===== config.mk =====
export PLATFORM = sky130hd
export DESIGN_NAME = alarm_cal_ctrl
export DESIGN_NICKNAME = d
export VERILOG_FILES = /design/src/common/alarm_cal_pkg.sv /design/src/alarm_cal_ctrl.sv /design/src/alarm_channel.sv /design/src/remote_in_filter.sv
export VERILOG_INCLUDE_DIRS = /design/src /design/src/common
export SDC_FILE = /design/constraint.sdc
export NUM_CORES = 1
export LEC_CHECK = 0
export BUFFER_PORTS_ARGS = -buffer_cell sky130_fd_sc_hd__clkbuf_2
export CAP_MARGIN = 10
export CORE_AREA = 5 5 178 180
export DETAILED_ROUTE_END_ITERATION = 6
export DIE_AREA = 0 0 183 185
export SYNTH_ARGS = -nofsm -noshare
export SYNTH_HDL_FRONTEND = slang
export SYNTH_HIERARCHICAL = 1
export SYNTH_SLANG_ARGS = --single-unit

===== constraint.sdc =====
create_clock -name ref_clk -period 9.4 [get_ports ref_clk]
set_clock_uncertainty 0.05 [all_clocks]
set_input_delay 0.94 -clock ref_clk [delete_from_list [all_inputs] [get_ports ref_clk]]
set_output_delay 0.94 -clock ref_clk [all_outputs]
set_load 0.005 [all_outputs]

===== src/common/alarm_cal_defines.svh =====
// Register offsets, field positions, reset values and output codes.
// Assumes a 12-bit APB byte address and 12-bit analog output converters.
`ifndef ALARM_CAL_DEFINES_SVH
`define ALARM_CAL_DEFINES_SVH

// ****************************************
// Register byte offsets
// ****************************************
`define OFS_CFG 12'h000
`define OFS_THR1 12'h004
`define OFS_THR2 12'h008
`define OFS_CONC 12'h00C
`define OFS_CMD 12'h010
`define OFS_STATUS 12'h014

// ****************************************
// Field positions
// ****************************************
`define CFG_AL1_LSB 0
`define CFG_AL2_LSB 4
`define CFG_VALVE_BIT 8
`define CFG_RANGE_LSB 9
`define CMD_DONE_BIT 0
`define CMD_CLR_BIT 1
`define CMD_KEY_PWR_BIT 2
`define CMD_KEY_SYS_BIT 3
`define CMD_KEY_OTHER_BIT 4

// ****************************************
// Reset values
// ****************************************
`define CFG_RST 11'h000
`define THR_RST 16'h0000
`define CONC_RST 16'h0000

// ****************************************
// Output codes, full code 12'hFFF = 1 V or 20 mA
// ****************************************
`define VID_LOW 12'h400
`define VID_MED 12'h800
`define VID_HIGH 12'hC00
`define IID_LOW 12'h666
`define IID_MED 12'h999
`define IID_HIGH 12'hCCC
`define CUR_ZERO 12'h333
`define CUR_SPAN 12'hCCC

`endif


===== src/common/alarm_cal_pkg.sv =====
// Types shared by the alarm and remote calibration control block.
// Assumes the defines header is on the include path.
package alarm_cal_pkg;
   // ****************************************
   // Enumerations
   // ****************************************
   typedef enum logic [1:0] {
      CAL_IDLE = 2'b00,
      CAL_ZERO = 2'b01,
      CAL_SPAN = 2'b10
   } cal_state_t;
   typedef enum logic [1:0] {
      RNG_LOW = 2'b00,
      RNG_MED = 2'b01,
      RNG_HIGH = 2'b10
   } range_t;
   typedef enum logic [1:0] {
      SYS_ARMED = 2'b00,
      SYS_PWR_OFF = 2'b01,
      SYS_PWR_ON = 2'b11
   } sys_step_t;

   // ****************************************
   // Carriers and state records
   // ****************************************
   typedef struct packed {
      logic latch;
      logic failsafe;
      logic high;
      logic en;
   } alarm_cfg_t;
   typedef struct packed {
      logic al1;
      logic al2;
      logic sys;
   } relay_t;
   typedef struct packed {
      logic zero;
      logic span;
      logic sample;
   } valve_t;
   typedef struct packed {
      logic [11:0] conc_v;
      logic [11:0] conc_i;
      logic [11:0] id_v;
      logic [11:0] id_i;
   } dac_t;
   typedef struct packed {
      logic active;
      logic relay;
   } chan_state_t;
   typedef struct packed {
      logic [1:0] s1;
      logic [1:0] s2;
      logic [1:0] s3;
      logic [1:0] level;
   } filt_state_t;
   typedef struct packed {
      logic pready;
      logic pslverr;
      logic [31:0] prdata;
      logic [10:0] cfg;
      logic [15:0] thr1;
      logic [15:0] thr2;
      logic [15:0] conc;
      cal_state_t cal;
      logic busy;
      logic sys_lat;
      sys_step_t step;
      logic cal_done;
      logic alm_clr;
      relay_t relay;
      valve_t valve;
      dac_t dac;
   } ctl_state_t;
endpackage


===== src/alarm_cal_ctrl.sv =====
// Alarm relays, analog output codes and remote calibration handshake.
// System alarm has no configuration path.
// Assumes an APB master on ref_clk, supply and self-test flags
// from logic on the same clock, and remote inputs straight from pins.
//
// The address map and the APB register port were chosen for this implementation.
`timescale 1ns/10ps
`include "alarm_cal_defines.svh"

// Contract
// - Threshold alarm is high type above threshold, low type below it.
// - Each threshold alarm selects failsafe or plain relay polarity.
// - Each threshold alarm selects latching or following behaviour.
// - A disabled threshold alarm never actuates its relay.
// - System alarm asserts when the supply monitor flags a fault.
// - System alarm is fixed failsafe and latching, never disabled.
// - System alarm also asserts on a self test failure.
// - System latch clears after power off, power on, non-system key.
// - Voltage range identity is 0.25, 0.5 or 0.75 V by range.
// - Current range identity is 8, 12 or 16 mA by range.
// - Voltage concentration output scales 0 V to 1 V full scale.
// - Current concentration output scales 4 mA to 20 mA.
// - Remote zero enters zero calibration, remote span enters span.
// - Controller drops request; calibration ends when done.
// - With internal valves fitted the block drives all three valves.
// - Calibration contact closed exactly while calibrating.
// - With contact open the block analyses and polls requests.
// - Requests during calibration are ignored and not remembered.
// - A request still held at completion restarts calibration.
module alarm_cal_ctrl
   import alarm_cal_pkg::*;
(
   input wire logic ref_clk,
   input wire logic rst,
   input wire logic psel,
   input wire logic penable,
   input wire logic pwrite,
   input wire logic [11:0] paddr,
   input wire logic [31:0] pwdata,
   output logic pready,
   output logic [31:0] prdata,
   output logic pslverr,
   input wire logic remote_zero,
   input wire logic remote_span,
   input wire logic supply_fault,
   input wire logic selftest_fail,
   output relay_t alarm_relay,
   output valve_t valve,
   output dac_t dac,
   output logic cal_contact
);
   // Block state and its next value
   ctl_state_t st;
   ctl_state_t next_st;

   // Filtered requests, bit 0 zero
   logic [1:0] req;

   // Threshold channel results
   logic al1_active;
   logic al2_active;
   logic al1_relay;
   logic al2_relay;

   // Bus decode and read path
   logic access;
   logic wr_go;
   logic mapped;
   logic [31:0] rd_word;

   // Command strobes of this write
   logic [31:0] cmd;

   // Anything that trips the system alarm
   logic fault;

   // ****************************************
   // Helper functions
   // ****************************************

   // Word offset hit within the decoded register window
   // Byte lanes ignored, one word each
   function automatic logic hit(input logic [11:0] a,
                                input logic [11:0] ofs);
      hit = (a[11:2] == ofs[11:2]);
   endfunction

   // Voltage range identity code
   function automatic logic [11:0] id_volt(input logic [1:0] r);
      case (r)
         RNG_LOW: id_volt = `VID_LOW;
         RNG_MED: id_volt = `VID_MED;
         RNG_HIGH: id_volt = `VID_HIGH;
         default: id_volt = `VID_HIGH;
      endcase
   endfunction

   // Current range identity code
   function automatic logic [11:0] id_curr(input logic [1:0] r);
      case (r)
         RNG_LOW: id_curr = `IID_LOW;
         RNG_MED: id_curr = `IID_MED;
         RNG_HIGH: id_curr = `IID_HIGH;
         default: id_curr = `IID_HIGH;
      endcase
   endfunction

   // Fraction of full scale onto the 4..20 mA code span
   // Half an LSB rounds full scale to top
   function automatic logic [11:0] loop_code(input logic [15:0] f);
      logic [27:0] prod;
      prod = 28'(f) * 28'(`CUR_SPAN) + 28'h0008000;
      loop_code = 12'(`CUR_ZERO + prod[27:16]);
   endfunction

   // ****************************************
   // Remote input conditioning and alarm channels
   // ****************************************
   // Three flops, two agreeing stages
   remote_in_filter u_filter (
      .ref_clk(ref_clk),
      .rst(rst),
      .pin({remote_span, remote_zero}),
      .level(req)
   );

   // Alarm 1 on config bits 3..0
   alarm_channel u_al1 (
      .ref_clk(ref_clk),
      .rst(rst),
      .conc(st.conc),
      .thr(st.thr1),
      .cfg(alarm_cfg_t'(st.cfg[`CFG_AL1_LSB +: 4])),
      .clear(st.alm_clr),
      .active(al1_active),
      .relay(al1_relay)
   );

   // Alarm 2 on config bits 7..4
   alarm_channel u_al2 (
      .ref_clk(ref_clk),
      .rst(rst),
      .conc(st.conc),
      .thr(st.thr2),
      .cfg(alarm_cfg_t'(st.cfg[`CFG_AL2_LSB +: 4])),
      .clear(st.alm_clr),
      .active(al2_active),
      .relay(al2_relay)
   );

   // ****************************************
   // APB decode and read mux
   // ****************************************
   // Access phase of a transfer
   assign access = psel & penable;

   // Writes land at the answering edge
   assign wr_go = access & pwrite & st.pready;

   // Command bits act once, never stored
   assign cmd = wr_go & hit(paddr, `OFS_CMD) ? pwdata : 32'h00000000;

   // Flags already on this clock
   assign fault = supply_fault | selftest_fail;

   // Read data and map check
   always_comb begin
      rd_word = 32'h00000000;
      mapped = 1'b1;
      if (hit(paddr, `OFS_CFG)) begin
         rd_word[10:0] = st.cfg;
      end else if (hit(paddr, `OFS_THR1)) begin
         rd_word[15:0] = st.thr1;
      end else if (hit(paddr, `OFS_THR2)) begin
         rd_word[15:0] = st.thr2;
      end else if (hit(paddr, `OFS_CONC)) begin
         rd_word[15:0] = st.conc;
      end else if (hit(paddr, `OFS_CMD)) begin
         rd_word = 32'h00000000;
      end else if (hit(paddr, `OFS_STATUS)) begin
         // Status flags and filtered requests
         rd_word[0] = al1_active;
         rd_word[1] = al2_active;
         rd_word[2] = st.sys_lat;
         rd_word[3] = st.busy;
         rd_word[5:4] = st.cal;
         rd_word[6] = (st.step == SYS_PWR_OFF);
         rd_word[8:7] = req;
      end else begin
         mapped = 1'b0;
      end
   end

   // ****************************************
   // Next state
   // ****************************************
   always_comb begin
      next_st = st;

      // Bus answer one cycle into the access phase
      // Error flag stands with pready
      next_st.pready = 1'b0;
      next_st.pslverr = 1'b0;
      if (access && !st.pready) begin
         next_st.pready = 1'b1;
         next_st.prdata = mapped ? rd_word : 32'h00000000;
         next_st.pslverr = ~mapped;
      end

      // Register writes take effect at the answering edge
      // Unmapped writes are dropped
      if (wr_go && mapped) begin
         if (hit(paddr, `OFS_CFG)) begin
            next_st.cfg = pwdata[10:0];
         end
         if (hit(paddr, `OFS_THR1)) begin
            next_st.thr1 = pwdata[15:0];
         end
         if (hit(paddr, `OFS_THR2)) begin
            next_st.thr2 = pwdata[15:0];
         end
         if (hit(paddr, `OFS_CONC)) begin
            next_st.conc = pwdata[15:0];
         end
      end

      // Command strobes last one cycle
      next_st.cal_done = cmd[`CMD_DONE_BIT];
      next_st.alm_clr = cmd[`CMD_CLR_BIT];

      // Key sequence for the system latch
      case (st.step)
         SYS_ARMED: begin
            if (cmd[`CMD_KEY_PWR_BIT]) begin
               next_st.step = SYS_PWR_OFF;
            end
         end
         SYS_PWR_OFF: begin
            if (cmd[`CMD_KEY_PWR_BIT]) begin
               next_st.step = SYS_PWR_ON;
            end
         end
         SYS_PWR_ON: begin
            // Power again from on returns to off
            if (cmd[`CMD_KEY_PWR_BIT]) begin
               next_st.step = SYS_PWR_OFF;
            end else if (cmd[`CMD_KEY_OTHER_BIT] &&
                         !cmd[`CMD_KEY_SYS_BIT]) begin
               next_st.step = SYS_ARMED;
            end
         end
         default: begin
            next_st.step = SYS_ARMED;
         end
      endcase

      // System alarm latch, a new fault beats the clear
      // Only the key sequence clears it
      if (fault) begin
         next_st.sys_lat = 1'b1;
      end else if (st.step == SYS_PWR_ON && next_st.step == SYS_ARMED) begin
         next_st.sys_lat = 1'b0;
      end

      // Calibration sequencer, polled only while idle
      case (st.cal)
         CAL_IDLE: begin
            // A held request restarts from idle
            if (req[0]) begin
               next_st.cal = CAL_ZERO;
            end else if (req[1]) begin
               next_st.cal = CAL_SPAN;
            end
         end
         CAL_ZERO, CAL_SPAN: begin
            // Requests are not looked at here
            // Busy requests are not queued
            if (st.cal_done) begin
               next_st.cal = CAL_IDLE;
            end
         end
         default: begin
            next_st.cal = CAL_IDLE;
         end
      endcase
      next_st.busy = (next_st.cal != CAL_IDLE);

      // Internal valves only when the option is fitted
      // Option absent: valves left closed
      if (st.cfg[`CFG_VALVE_BIT]) begin
         next_st.valve.zero = (next_st.cal == CAL_ZERO);
         next_st.valve.span = (next_st.cal == CAL_SPAN);
         next_st.valve.sample = (next_st.cal == CAL_IDLE);
      end else begin
         next_st.valve = '0;
      end

      // Relay drive, system coil energised while healthy
      // Channels set their own polarity
      next_st.relay.al1 = al1_relay;
      next_st.relay.al2 = al2_relay;
      next_st.relay.sys = ~next_st.sys_lat;

      // Analog output codes
      // Top twelve bits of the fraction
      next_st.dac.conc_v = st.conc[15:4];
      next_st.dac.conc_i = loop_code(st.conc);
      // Unused range code reads as high
      next_st.dac.id_v = id_volt(st.cfg[`CFG_RANGE_LSB +: 2]);
      next_st.dac.id_i = id_curr(st.cfg[`CFG_RANGE_LSB +: 2]);
   end

   // ****************************************
   // State register
   // ****************************************
   // Everything back to idle, relays off
   always_ff @(posedge ref_clk or posedge rst) begin
      if (rst) begin
         st <= '0;
         st.cfg <= `CFG_RST;
         st.thr1 <= `THR_RST;
         st.thr2 <= `THR_RST;
         st.conc <= `CONC_RST;
         st.cal <= CAL_IDLE;
         st.step <= SYS_ARMED;
      end else begin
         st <= next_st;
      end
   end

   // Outputs straight from the state register
   assign pready = st.pready;
   assign prdata = st.prdata;
   assign pslverr = st.pslverr;
   assign alarm_relay = st.relay;
   assign valve = st.valve;
   assign dac = st.dac;
   // Contact and busy share one flop
   assign cal_contact = st.busy;
endmodule


===== src/alarm_channel.sv =====
// One configurable threshold alarm channel with relay drive.
// Assumes concentration and threshold share one unsigned scale.
`timescale 1ns/10ps
module alarm_channel
   import alarm_cal_pkg::*;
(
   input wire logic ref_clk,
   input wire logic rst,
   input wire logic [15:0] conc,
   input wire logic [15:0] thr,
   input wire alarm_cfg_t cfg,
   input wire logic clear,
   output logic active,
   output logic relay
);
   chan_state_t st;
   chan_state_t next_st;
   logic trip;

   // ****************************************
   // Comparison, latch and relay polarity
   // ****************************************
   always_comb begin
      next_st = st;
      trip = cfg.high ? (conc > thr) : (conc < thr);
      if (!cfg.en) begin
         next_st.active = 1'b0;
      end else if (cfg.latch) begin
         next_st.active = trip | (st.active & ~clear);
      end else begin
         next_st.active = trip;
      end
      // Failsafe holds the coil energised while healthy
      next_st.relay = cfg.failsafe ? ~next_st.active
                                   : next_st.active;
   end

   // State register
   always_ff @(posedge ref_clk or posedge rst) begin
      if (rst) begin
         st <= '0;
      end else begin
         st <= next_st;
      end
   end

   assign active = st.active;
   assign relay = st.relay;
endmodule


===== src/remote_in_filter.sv =====
// Synchroniser and level filter for the two remote calibration inputs.
// Assumes inputs arrive asynchronously from the connector pins.
`timescale 1ns/10ps
module remote_in_filter
   import alarm_cal_pkg::*;
(
   input wire logic ref_clk,
   input wire logic rst,
   input wire logic [1:0] pin,
   output logic [1:0] level
);
   filt_state_t st;
   filt_state_t next_st;

   // ****************************************
   // Three-stage chain, level moves when stages two and three agree
   // ****************************************
   always_comb begin
      next_st = st;
      next_st.s1 = pin;
      next_st.s2 = st.s1;
      next_st.s3 = st.s2;
      next_st.level = (~(st.s2 ^ st.s3) & st.s3) |
                      ((st.s2 ^ st.s3) & st.level);
   end

   // State register
   always_ff @(posedge ref_clk or posedge rst) begin
      if (rst) begin
         st <= '0;
      end else begin
         st <= next_st;
      end
   end

   assign level = st.level;
endmodule


==> impl_metrics.py, run 1 <==
metrics = {
    "yosys": {
        "ys_warn_count": 6,
        "synth_seq_cells": 131,
        "synth.avg_cell_area_um2": 9.924,
        "synthArstFlopShare": 1.000,
        "yosys-top-cells-area": "dfrtp_1, ha_1, fa_1, mux2_2, buf_4",
        "syn_inst": 1035,
        "yosysTopAreaCell": "dfrtp_1",
        "ys_types": 68,
        "synth_ff_type": "dfrtp_1",
        "synth_edf_count": 0,
        "yosysSeqAreaShare": 0.3192,
        "yosysTopAreaCellShare": 0.3192,
        "syn_area_um2": 10270,
    },
    "drt": {
        "finalWirelength_um": 22890,
        "ant_nets": 0,
        "via_count": 7323,
        "drt_pass1_iterations": 5,
        "viasPerCell": 4.928,
        "first_iter_violations": 346,
        "drc": 0,
        "wl_per_cell_um": 15.40,
    },
    "worst_setup_path": {
        "crit_path_start_kind": "register",
        "arrival_ns": 7.16,
        "worst_path_max_delay_cell": "dfrtp_1",
        "startpoint": "next_st[37]$_DFFE_PP0P_",
        "critPathMaxFanout": 10,
        "worst-setup-path-type": "reg -> reg",
        "crit_cells": 22,
        "end_kind": "register",
        "critPathMaxStageDelay_ns": 0.57,
        "reg2reg_from": "next_st[37]$_DFFE_PP0P_",
        "worstPathRequired_ns": 9.66,
        "path_buf_inv": 4,
        "cp_top_family": "adder cells",
        "ff2ff_path_depth": 22,
        "crit_chain": "ha_1, inv_1, fa_1, inv_1, fa_1, fa_1, inv_1, fa_1, inv_1, ha_1, a221oi_1, o21ai_0, a221oi_1, o21ai_1, xor2_1, nand2_2, or3_4, nor3_1, nor3_1, a221oi_2, nand2_1, xnor2_1",
    },
    "sta": {
        "slew_headroom": 0.2935,
        "drv_slew": 0,
        "hold_viol_final": 0,
        "fin_crit_sh": 0.7344,
        "setup-violations-final": 0,
        "fin_crit_ns": 6.904,
        "tns_ns": 0,
        "rsz0062_at_grt": "false",
        "worst_pin_slew_ns": 1.057,
        "maxClockFrequency_mhz": 144.8,
        "layout_setup_ws_ns": 2.496,
    },
    "job": {
        "maxCapViolCount": 0,
    },
    "placement": {
        "dp_hpwl_um": 17640,
        "dp.cells": 1453,
        "gp_congestion": 0.8341,
        "io_buffers": 97,
        "place_ws_ns": 2.509,
    },
    "die": {
        "die_h_um": 185,
        "die_w_um": 183,
        "start_util": 0.3420,
        "ios": 142,
        "rows": 64,
        "core_area_um2": 30030,
        "die_area_um2": 33860,
    },
    "clock_tree": {
        "cts_tree": "done",
        "cts_buffer_depth": 2,
        "cts_resized": 0,
        "cts_root_buffer": "clkbuf_16",
        "cts_made_buffers": 17,
        "hold_buffers": 0,
        "cts.clk_slew.worst_paths_ns": 0.06,
        "h-tree-depth": 4,
        "cts_sinks": 131,
        "clock_latency_ns": 0.43,
        "post_cts_buffers": 0,
    },
    "worst_hold_path": {
        "hold_start": "u_filter/next_st[5]$_DFF_PP0_",
        "min-delay-path-class": "reg -> reg",
        "hold_depth": 0,
    },
    "global_routing": {
        "antenna_found_initial": 0,
        "grt_util_all_layers": 0.1360,
        "grt_pass1_vias": 7300,
        "grt_overflow": 0,
        "grt_pass1_wl_um": 37250,
        "grt_max_degree": 71,
    },
    "power_and_ir_drop": {
        "ir_drop_mv": 0.09454,
        "p_per_area_nw_per_um2": 115.4,
        "p_leak_nw": 5.910,
    },
    "cells_and_area": {
        "final_net_count": 1290,
        "drive_gt1_frac": 0.1965,
        "synthToLayoutAreaGrowth_pct": 9.453,
        "fin_cells": 1486,
    },
    "run_status": {
        "status": "finished, final reports clean",
    },
}
## final timing paths
kind,endpoint,slack (ns)
max in group asynchronous,dac[45]$_DFF_PP0_,7.36
worst max-delay path,dac[35]$_DFF_PP0_,2.50
worst min-delay path,u_filter/next_st[3]$_DFF_PP0_,0.30
worst min register to register,u_filter/next_st[3]$_DFF_PP0_,0.30
worst max register to register,dac[35]$_DFF_PP0_,2.50
min in group asynchronous,u_al1/active$_DFF_PP0_,0.38
## metrics by stage
stage | area [um^2] | util | hold WS (ns) | total power, W
6_report | 11240 | 0.3744 | 0.2975 | 0.001298
5_1_grt | 11240 | 0.3743 | 0.3008 | 0.001349
4_1_cts | 11240 | 0.3743 | 0.2993 | 0.001317
3_5_place_dp | 10670 | 0.3552 | 0.2847 | 0.0006561
3_3_place_gp | 10670 | 0.3552 | 0.2847 | 0.0006545
2_1_floorplan | 10360 | - | 0.2812 | 0.0006378
## per-layer routing
layer	global-route usage	wire length (um)	vias to the layer above
met5	0	0	-
met4	0.04410	399	0
met3	0.02828	1047	24
met2	0.2208	10950	152
met1	0.1824	10490	3619
li1	-	-	3528
## cells in the final DEF (no fill, tap or decap), types with 18 or more instances in the layout
master / n
inv_1: 136
dfrtp_1: 131
ha_1: 120
clkbuf_2: 97
nand2_1: 63
mux2_2: 59
o21ai_0: 49
a21oi_1: 45
fa_1: 41
nor2_1: 38
conb_1: 26
mux2i_1: 18
xnor2_1: 18
## synthesized netlist by cell type, types with 8 or more instances
master	number
xor2_1	15
nor2_1	38
fa_1	41
dfrtp_1	131
a21oi_1	45
a221oi_1	15
ha_1	120
clkbuf_1	15
inv_1	137
nand4_1	17
xnor2_1	18
buf_4	88
o21ai_0	49
nand2_1	63
mux2i_1	18
and3_1	10
a21o_1	14
nor2b_1	9
mux2_2	59
nand3_1	17
nand2b_1	8
nor3_1	16
## kinds of logic (layout without fill, tap and decap cells)
group | count (synthesis) | count (layout) | share of synthesized area
AOI/OAI and AO/OA | 177 | 177 | 0.1137
muxes | 77 | 77 | 0.08223
buffers and inverters | 242 | 271 | 0.1213
other | 1 | 27 | 0.0003651
DFF | 131 | 131 | 0.3192
xor gates and xnor gates | 35 | 35 | 0.03192
and+or+nand+nor | 209 | 209 | 0.1031
adders and majority gates | 163 | 163 | 0.2283
## worst register-to-register path, delay by kind of cell (launching register included)
| kind | cells | cell delay (ns) |
|---|---|---|
| AO/OA/AOI/OAI | 5 | 1.18 |
| AND/OR/NAND/NOR | 5 | 1.30 |
| adder cells (fa/ha/maj) | 6 | 2.86 |
| buffers and inverters | 4 | 0.21 |
| flip-flops | 1 | 0.57 |
| XOR/XNOR | 2 | 0.62 |
## registers in the layout, indices dropped and copies added (netlist names), named ones only
signal and cells:
st 54, dac 28, prdata 16, next_st 12, u_filter/next_st 4, alarm_relay 3, valve 3, u_filter/st 2
cal_contact 1, pready 1, pslverr 1, u_al1/active 1, u_al1/relay 1, u_al2/active 1, u_al2/relay 1
## report_power, final
group          switching, W  internal [W]
logic             0.0000436     0.0000207
clock network      0.000280      0.000373
registers        0.00000803      0.000573
## cell type report
| cell class | count | area (um^2) |
|---|---|---|
| Antenna cell | 1 | 2.502 |
| Timing Repair Buffer | 102 | 523.0 |
| Inverter | 137 | 516.7 |
| Sequential cell | 131 | 3278 |
| Clock inverter | 14 | 145.1 |
| Fill cell | 2980 | 18790 |
| Clock buffer | 18 | 429.2 |
| Multi-Input combinational cell | 687 | 5852 |
| Tap cell | 396 | 495.5 |
(Power assumes the default switching activity.)
==> inputs of run 2 (changes only) <==
- clock period: 9.4 -> 6.3 ns (I/O delays scaled with it)
==> impl_metrics.py, run 2 (same netlist as run 1, synthesis figures left out) <==
metrics = {
    "cells_and_area": {
        "final_cell_mix": "inv_1, dfrtp_1, ha_1, clkbuf_2, nand2_1",
        "drive_gt1_frac": 0.2618,
        "regMostFlops": "st",
        "n_fill_cell": 2940,
        "synthToLayoutAreaGrowth_pct": 15.28,
        "utilization": 0.3943,
        "layout_commonest_cell": "inv_1",
        "final_net_count": 1343,
        "largest_reg_flops": 54,
    },
    "run_status": {
        "status": "finished, final reports clean",
    },
    "power_and_ir_drop": {
        "ir_drop_mv": 0.1758,
        "power.total_w": 0.001969,
        "p_per_area_nw_per_um2": 166.3,
        "p_leak_nw": 6.206,
    },
    "clock_tree": {
        "cts_made_buffers": 17,
        "cts_tree": "done",
        "clock_latency_ns": 0.43,
        "h-tree-depth": 4,
        "cts_sinks": 131,
        "cts_buffer_depth": 2,
        "cts_root_buffer": "clkbuf_16",
        "cts.clk_slew.worst_paths_ns": 0.06,
    },
    "global_routing": {
        "grt_util_all_layers": 0.1383,
        "grt_overflow": 0,
        "grt_max_degree": 68,
        "grt_pass1_vias": 7463,
        "antenna_found_initial": 1,
        "grt_pass1_wl_um": 38030,
    },
    "worst_setup_path": {
        "reg2reg_from": "st[64]$_DFFE_PP0P_",
        "end_kind": "register",
        "critPathMaxFanout": 6,
        "crit_path_start_kind": "register",
        "startpoint": "st[64]$_DFFE_PP0P_",
        "arrival_ns": 6.39,
        "worstPathRequired_ns": 6.57,
        "worst-setup-path-type": "reg -> reg",
    },
    "drt": {
        "ant_nets": 0,
        "finalWirelength_um": 23330,
        "viasPerCell": 4.868,
        "first_iter_violations": 345,
        "drc": 0,
        "via_count": 7492,
        "drt_pass1_iterations": 5,
        "wl_per_cell_um": 15.16,
    },
    "placement": {
        "dp_hpwl_um": 18260,
        "io_buffers": 97,
        "place_ws_ns": 0.02981,
        "gp_congestion": 0.8317,
    },
    "sta": {
        "fin_crit_sh": 0.9710,
        "layout_setup_ws_ns": 0.1825,
        "hold_viol_final": 0,
        "drv_slew": 0,
        "setup-violations-final": 0,
        "worst_pin_slew_ns": 0.9247,
        "slew_headroom": 0.3835,
        "fin_crit_ns": 6.117,
        "maxClockFrequency_mhz": 163.5,
    },
    "die": {
        "die_h_um": 185,
        "die_area_um2": 33860,
        "ios": 142,
        "start_util": 0.3420,
        "die_w_um": 183,
        "rows": 64,
        "core_area_um2": 30030,
    },
    "job": {
        "maxCapViolCount": 0,
    },
    "worst_hold_path": {
        "min-delay-path-class": "in -> async",
    },
}
==> run 2: cell count changes in the layout (fill, tap and decap cells not counted), sizes merged <==
cell	change
buf	+53
clkbuf	-1
clkinv	-2
inv	+3
==> run 2: critical path: stages, from the launching register on <==
cell and delay (ns):
dfrtp_2 0.45, ha_1 0.36, xor2_2 0.17, ha_1 0.31, fa_1 0.51, fa_1 0.55, inv_1 0.05, fa_1 0.50
inv_1 0.04, ha_2 0.32, and4_4 0.22, and2_4 0.14, a221o_1 0.31, or3_4 0.33, and4b_4 0.23, and2_1 0.17
or4_1 0.53, a21oi_2 0.17, o21ai_2 0.10, a221oi_2 0.24, nand2_1 0.10, xnor2_1 0.13
==> run 2: cell type report <==
class	instances	area [um^2]	share of cell area
Antenna cell	1	2.502	0.0002113
Clock buffer	17	425.4	0.03593
Clock inverter	15	161.4	0.01363
Inverter	137	516.7	0.04364
Multi-Input combinational cell	687	6035	0.5097
Sequential cell	131	3283	0.2773
Tap cell	396	495.5	0.04185
Timing Repair Buffer	155	920.9	0.07778
==> run 2: power breakdown <==
part,internal [W],leakage [nW],switching (W)
registers,0.000854,1.75,0.0000124
clock network,0.000561,0.285,0.000442
logic,0.0000314,4.17,0.0000677
==> run 2: per-stage QoR <==
| step | hold slack, ns | instances | setup TNS, ns | area [um^2] |
|---|---|---|---|---|
| global placement | 0.2834 | 1501 | 0 | 11030 |
| floorplan | 0.2812 | 1060 | 0 | 10360 |
| CTS | 0.03825 | 1533 | 0 | 11610 |
| global route | 0.05314 | 1538 | -0.01023 | 11840 |
| finish | 0.04561 | 1539 | 0 | 11840 |
| detailed placement | 0.2855 | 1501 | 0 | 11030 |
==> run 2: layer usage <==
metal / wire (um) / global-route usage / vias up
met1: 10970 / 0.1898 / 3665
met4: 429 / 0.03993 / 0
met2: 10830 / 0.2192 / 159
met5: 0 / 0 / -
met3: 1099 / 0.03240 / 21
li1: - / - / 3647
==> run 2: path summary, 6_finish.rpt <==
| kind | slack [ns] | end | depth (start not counted) |
|---|---|---|---|
| setup / recovery | 0.18 | dac[35]$_DFF_PP0_ | 21 |
| hold / removal | 0.05 | u_al1/relay$_DFF_PP0_ | 2 |
| setup reg to reg | 0.18 | dac[35]$_DFF_PP0_ | 21 |
| hold reg to reg | 0.30 | u_filter/next_st[3]$_DFF_PP0_ | 0 |
| max in group asynchronous | 4.63 | dac[43]$_DFF_PP0_ | 3 |
| min in group ref_clk | 0.25 | u_filter/next_st[5]$_DFF_PP0_ | 1 |
==> run 2: repair_timing <==
action | 4_1_cts | 5_1_grt
setup buffers | 0 | 5
hold buffers | 0 | 0
endpoints found under the hold margin | 0 | 0
resized for setup | 0 | 38
endpoints found under the setup margin | 0 | 6
==> inputs of run 3 (changes only) <==
--- a/config.mk
+++ b/config.mk
@@ -7,9 +7,10 @@
 export NUM_CORES = 1
 export LEC_CHECK = 0
+export ABC_AREA = 1
 export BUFFER_PORTS_ARGS = -buffer_cell sky130_fd_sc_hd__clkbuf_2
 export CAP_MARGIN = 10
-export CORE_AREA = 5 5 178 180
+export CORE_AREA = 5 5 181 183
 export DETAILED_ROUTE_END_ITERATION = 6
-export DIE_AREA = 0 0 183 185
+export DIE_AREA = 0 0 186 188
 export SYNTH_ARGS = -nofsm -noshare
 export SYNTH_HDL_FRONTEND = slang
==> constraint.sdc (replaced) <==
create_clock -name ref_clk -period 6.3 [get_ports ref_clk]
set_clock_uncertainty 0.05 [all_clocks]
set_input_delay 0.315 -clock ref_clk [delete_from_list [all_inputs] [get_ports ref_clk]]
set_output_delay 0.315 -clock ref_clk [all_outputs]
set_load 0.005 [all_outputs]
==> impl_metrics.py, run 3 <==
metrics = {
    "run_status": {
        "status": "finished, final reports clean",
    },
    "yosys": {
        "synth_ff_type": "dfrtp_1",
        "yosys-top-cells-area": "dfrtp_1, ha_1, nand2_1, inv_1, fa_1",
        "syn_inst": 1345,
        "yosysTopAreaCell": "dfrtp_1",
        "synth_common_cells": "nand2_1, inv_1, dfrtp_1",
        "synth_edf_count": 0,
        "syn_area_um2": 10620,
        "ys_types": 43,
        "yosysSeqAreaShare": 0.3086,
        "synth_seq_cells": 131,
        "synthArstFlopShare": 1.000,
        "ys_warn_count": 6,
        "yosys.cell_count.top_type": "nand2_1",
        "synth.avg_cell_area_um2": 7.898,
        "yosysTopAreaCellShare": 0.3086,
    },
    "global_routing": {
        "grt_pass1_wl_um": 41420,
        "grt_util_all_layers": 0.1477,
        "grt_max_degree": 65,
        "grt_overflow": 0,
        "grt_pass1_vias": 8176,
        "antenna_found_initial": 0,
    },
    "sta": {
        "setup-violations-final": 0,
        "fin_crit_ns": 5.754,
        "tns_ns": 0,
        "hold_viol_final": 0,
        "maxClockFrequency_mhz": 173.8,
        "drv_slew": 0,
        "worst_pin_slew_ns": 1.372,
        "rsz0062_at_grt": "false",
        "slew_headroom": 0.07804,
        "fin_crit_sh": 0.9134,
    },
    "worst_hold_path": {
        "min-delay-path-class": "in -> reg",
    },
    "drt": {
        "viasPerCell": 4.567,
        "ant_nets": 0,
        "finalWirelength_um": 25400,
        "wl_per_cell_um": 14.06,
        "drt_pass1_iterations": 5,
        "drc": 0,
        "via_count": 8253,
        "first_iter_violations": 438,
    },
    "cells_and_area": {
        "drive_gt1_frac": 0.1488,
        "stdcell_area_um2": 11660,
        "largest_reg_flops": 54,
        "final_net_count": 1606,
        "regMostFlops": "st",
        "layout_commonest_cell": "nand2_1",
        "ff_latch_area_um2": 3278,
        "synthToLayoutAreaGrowth_pct": 9.800,
        "n_fill_cell": 3270,
        "antenna_cells": 0,
        "multi_input_area_um2": 5772,
        "final_cell_mix": "nand2_1, inv_1, dfrtp_1, ha_1, clkbuf_2",
    },
    "power_and_ir_drop": {
        "p_clk_frac": 0.506,
        "pwr-share-comb": 0.056,
        "switching_share": 0.2666,
        "power.total_w": 0.001975,
        "p_seq_frac": 0.438,
        "ir_drop_mv": 0.2272,
        "p_leak_nw": 6.596,
        "p_per_area_nw_per_um2": 169.3,
        "p_int_w": 0.001448,
        "p_sw_w": 0.0005265,
    },
    "clock_tree": {
        "cts_sinks": 131,
        "h-tree-depth": 4,
        "cts_made_buffers": 17,
        "cts_resized": 0,
        "cts.clk_slew.worst_paths_ns": 0.07,
        "cts_tree": "done",
        "cts_root_buffer": "clkbuf_16",
        "cts_buffer_depth": 2,
        "clock_latency_ns": 0.43,
    },
    "die": {
        "die_area_um2": 34970,
        "rows": 65,
        "ios": 142,
        "die_h_um": 188,
        "die_w_um": 186,
        "start_util": 0.3419,
        "core_area_um2": 31070,
    },
    "worst_setup_path": {
        "arrival_ns": 6.02,
        "end_kind": "register",
        "worst-setup-path-type": "reg -> reg",
        "critPathMaxStageDelay_ns": 0.58,
        "cp_top_family": "adder cells",
        "critPathMaxFanout": 8,
        "crit_path_frequent_cell": "nand2_1",
        "crit_path_start_kind": "register",
        "worst_path_max_delay_cell": "dfrtp_1",
        "path_buf_inv": 4,
        "worstPathRequired_ns": 6.57,
    },
    "placement": {
        "dp_hpwl_um": 20060,
        "gp_congestion": 0.8432,
        "postPlaceCellArea_um2": 11040,
        "io_buffers": 97,
    },
    "job": {
        "maxCapViolCount": 0,
    },
}
run 3: changes by cell type in the layout (fill, tap and decap cells not counted), moves of 11 or more:
cell	before	now
mux2_2	59	0
nand3_1	16	49
mux2i_1	18	0
nor2_1	38	64
nand2_1	62	318
inv_1	135	234
o21ai_0	46	57
buf_4	58	8
nand2_2	2	28
o21ai_1	4	35
a221oi_1	13	1
inv_2	1	14
xnor2_1	18	4
run 3: area by class of cell:
| cell class | count | area share |
|---|---|---|
| multi-input combinational | 883 | 0.4949 |
| sequential | 131 | 0.2811 |
| inverter | 251 | 0.08099 |
| timing repair buffer | 108 | 0.04935 |
| tap | 402 | 0.04312 |
| clock buffer | 17 | 0.03647 |
| clock inverter | 15 | 0.01416 |
run 3: power by group through the flow:
| stage | clock, W | combinational (W) | sequential (W) |
|---|---|---|---|
| finish | 0.00100 | 0.000110 | 0.000865 |
| global route | 0.00106 | 0.000130 | 0.000866 |
| CTS | 0.00102 | 0.000113 | 0.000865 |
| detailed placement | 0 | 0.000111 | 0.000881 |
| floorplan | 0 | 0.0000804 | 0.000877 |
| global placement | 0 | 0.000108 | 0.000880 |
run 3: through the flow:
| stage | utilization | worst slack (ns) | hold slack (ns) | cells |
|---|---|---|---|---|
| after floorplan | - | 1.057 | 0.006185 | 1370 |
| after global placement | 0.3555 | 0.5698 | 0.1688 | 1772 |
| after detailed placement | 0.3555 | 0.5279 | 0.1711 | 1772 |
| after CTS | 0.3754 | 0.5214 | 0.04112 | 1807 |
| after global routing | 0.3754 | 0.02718 | 0.05783 | 1807 |
| final | 0.3754 | 0.5458 | 0.05233 | 1807 |
run 3: logic make-up (layout without fill, tap and decap cells):
family          count (synthesis)  count (layout)  share of synthesized area
xor+xnor                       15              15                    0.01237
buf+inv                       356             391                     0.1569
simple gates                  511             511                     0.2140
compound gates                170             170                    0.08916
flops                         131             131                     0.3086
fa+ha+maj                     161             161                     0.2186
other cells                     1              26                  0.0003530
run 3: what timing repair did:
action | CTS | global route
hold endpoints to repair | 14 | 0
setup buffers | 0 | 0
hold buffers | 3 | 0
run 3: final timing paths:
check,endpoint,slack (ns),cells past startpoint,from
max,dac[35]$_DFF_PP0_,0.55,29,st[65]$_DFFE_PP0P_
min,st[58]$_DFF_PP0_,0.05,3,selftest_fail
max reg2reg,dac[35]$_DFF_PP0_,0.55,29,st[65]$_DFFE_PP0P_
min reg2reg,alarm_relay[1]$_DFF_PP0_,0.30,0,u_al2/relay$_DFF_PP0_
max in group asynchronous,dac[44]$_DFF_PP0_,4.35,4,rst
min in group asynchronous,u_al1/relay$_DFF_PP0_,0.28,3,rst
run 3: tightest hold or removal path: stages:
cell      delay (ns)
clkbuf_2        0.07
nor2_1          0.03
nand2_1         0.07
run 3: per-layer routing:
metal	wire (um)	GRT usage
met5	0	0
met4	231	0.03027
met3	821	0.02658
met2	13070	0.2593
met1	11280	0.1898
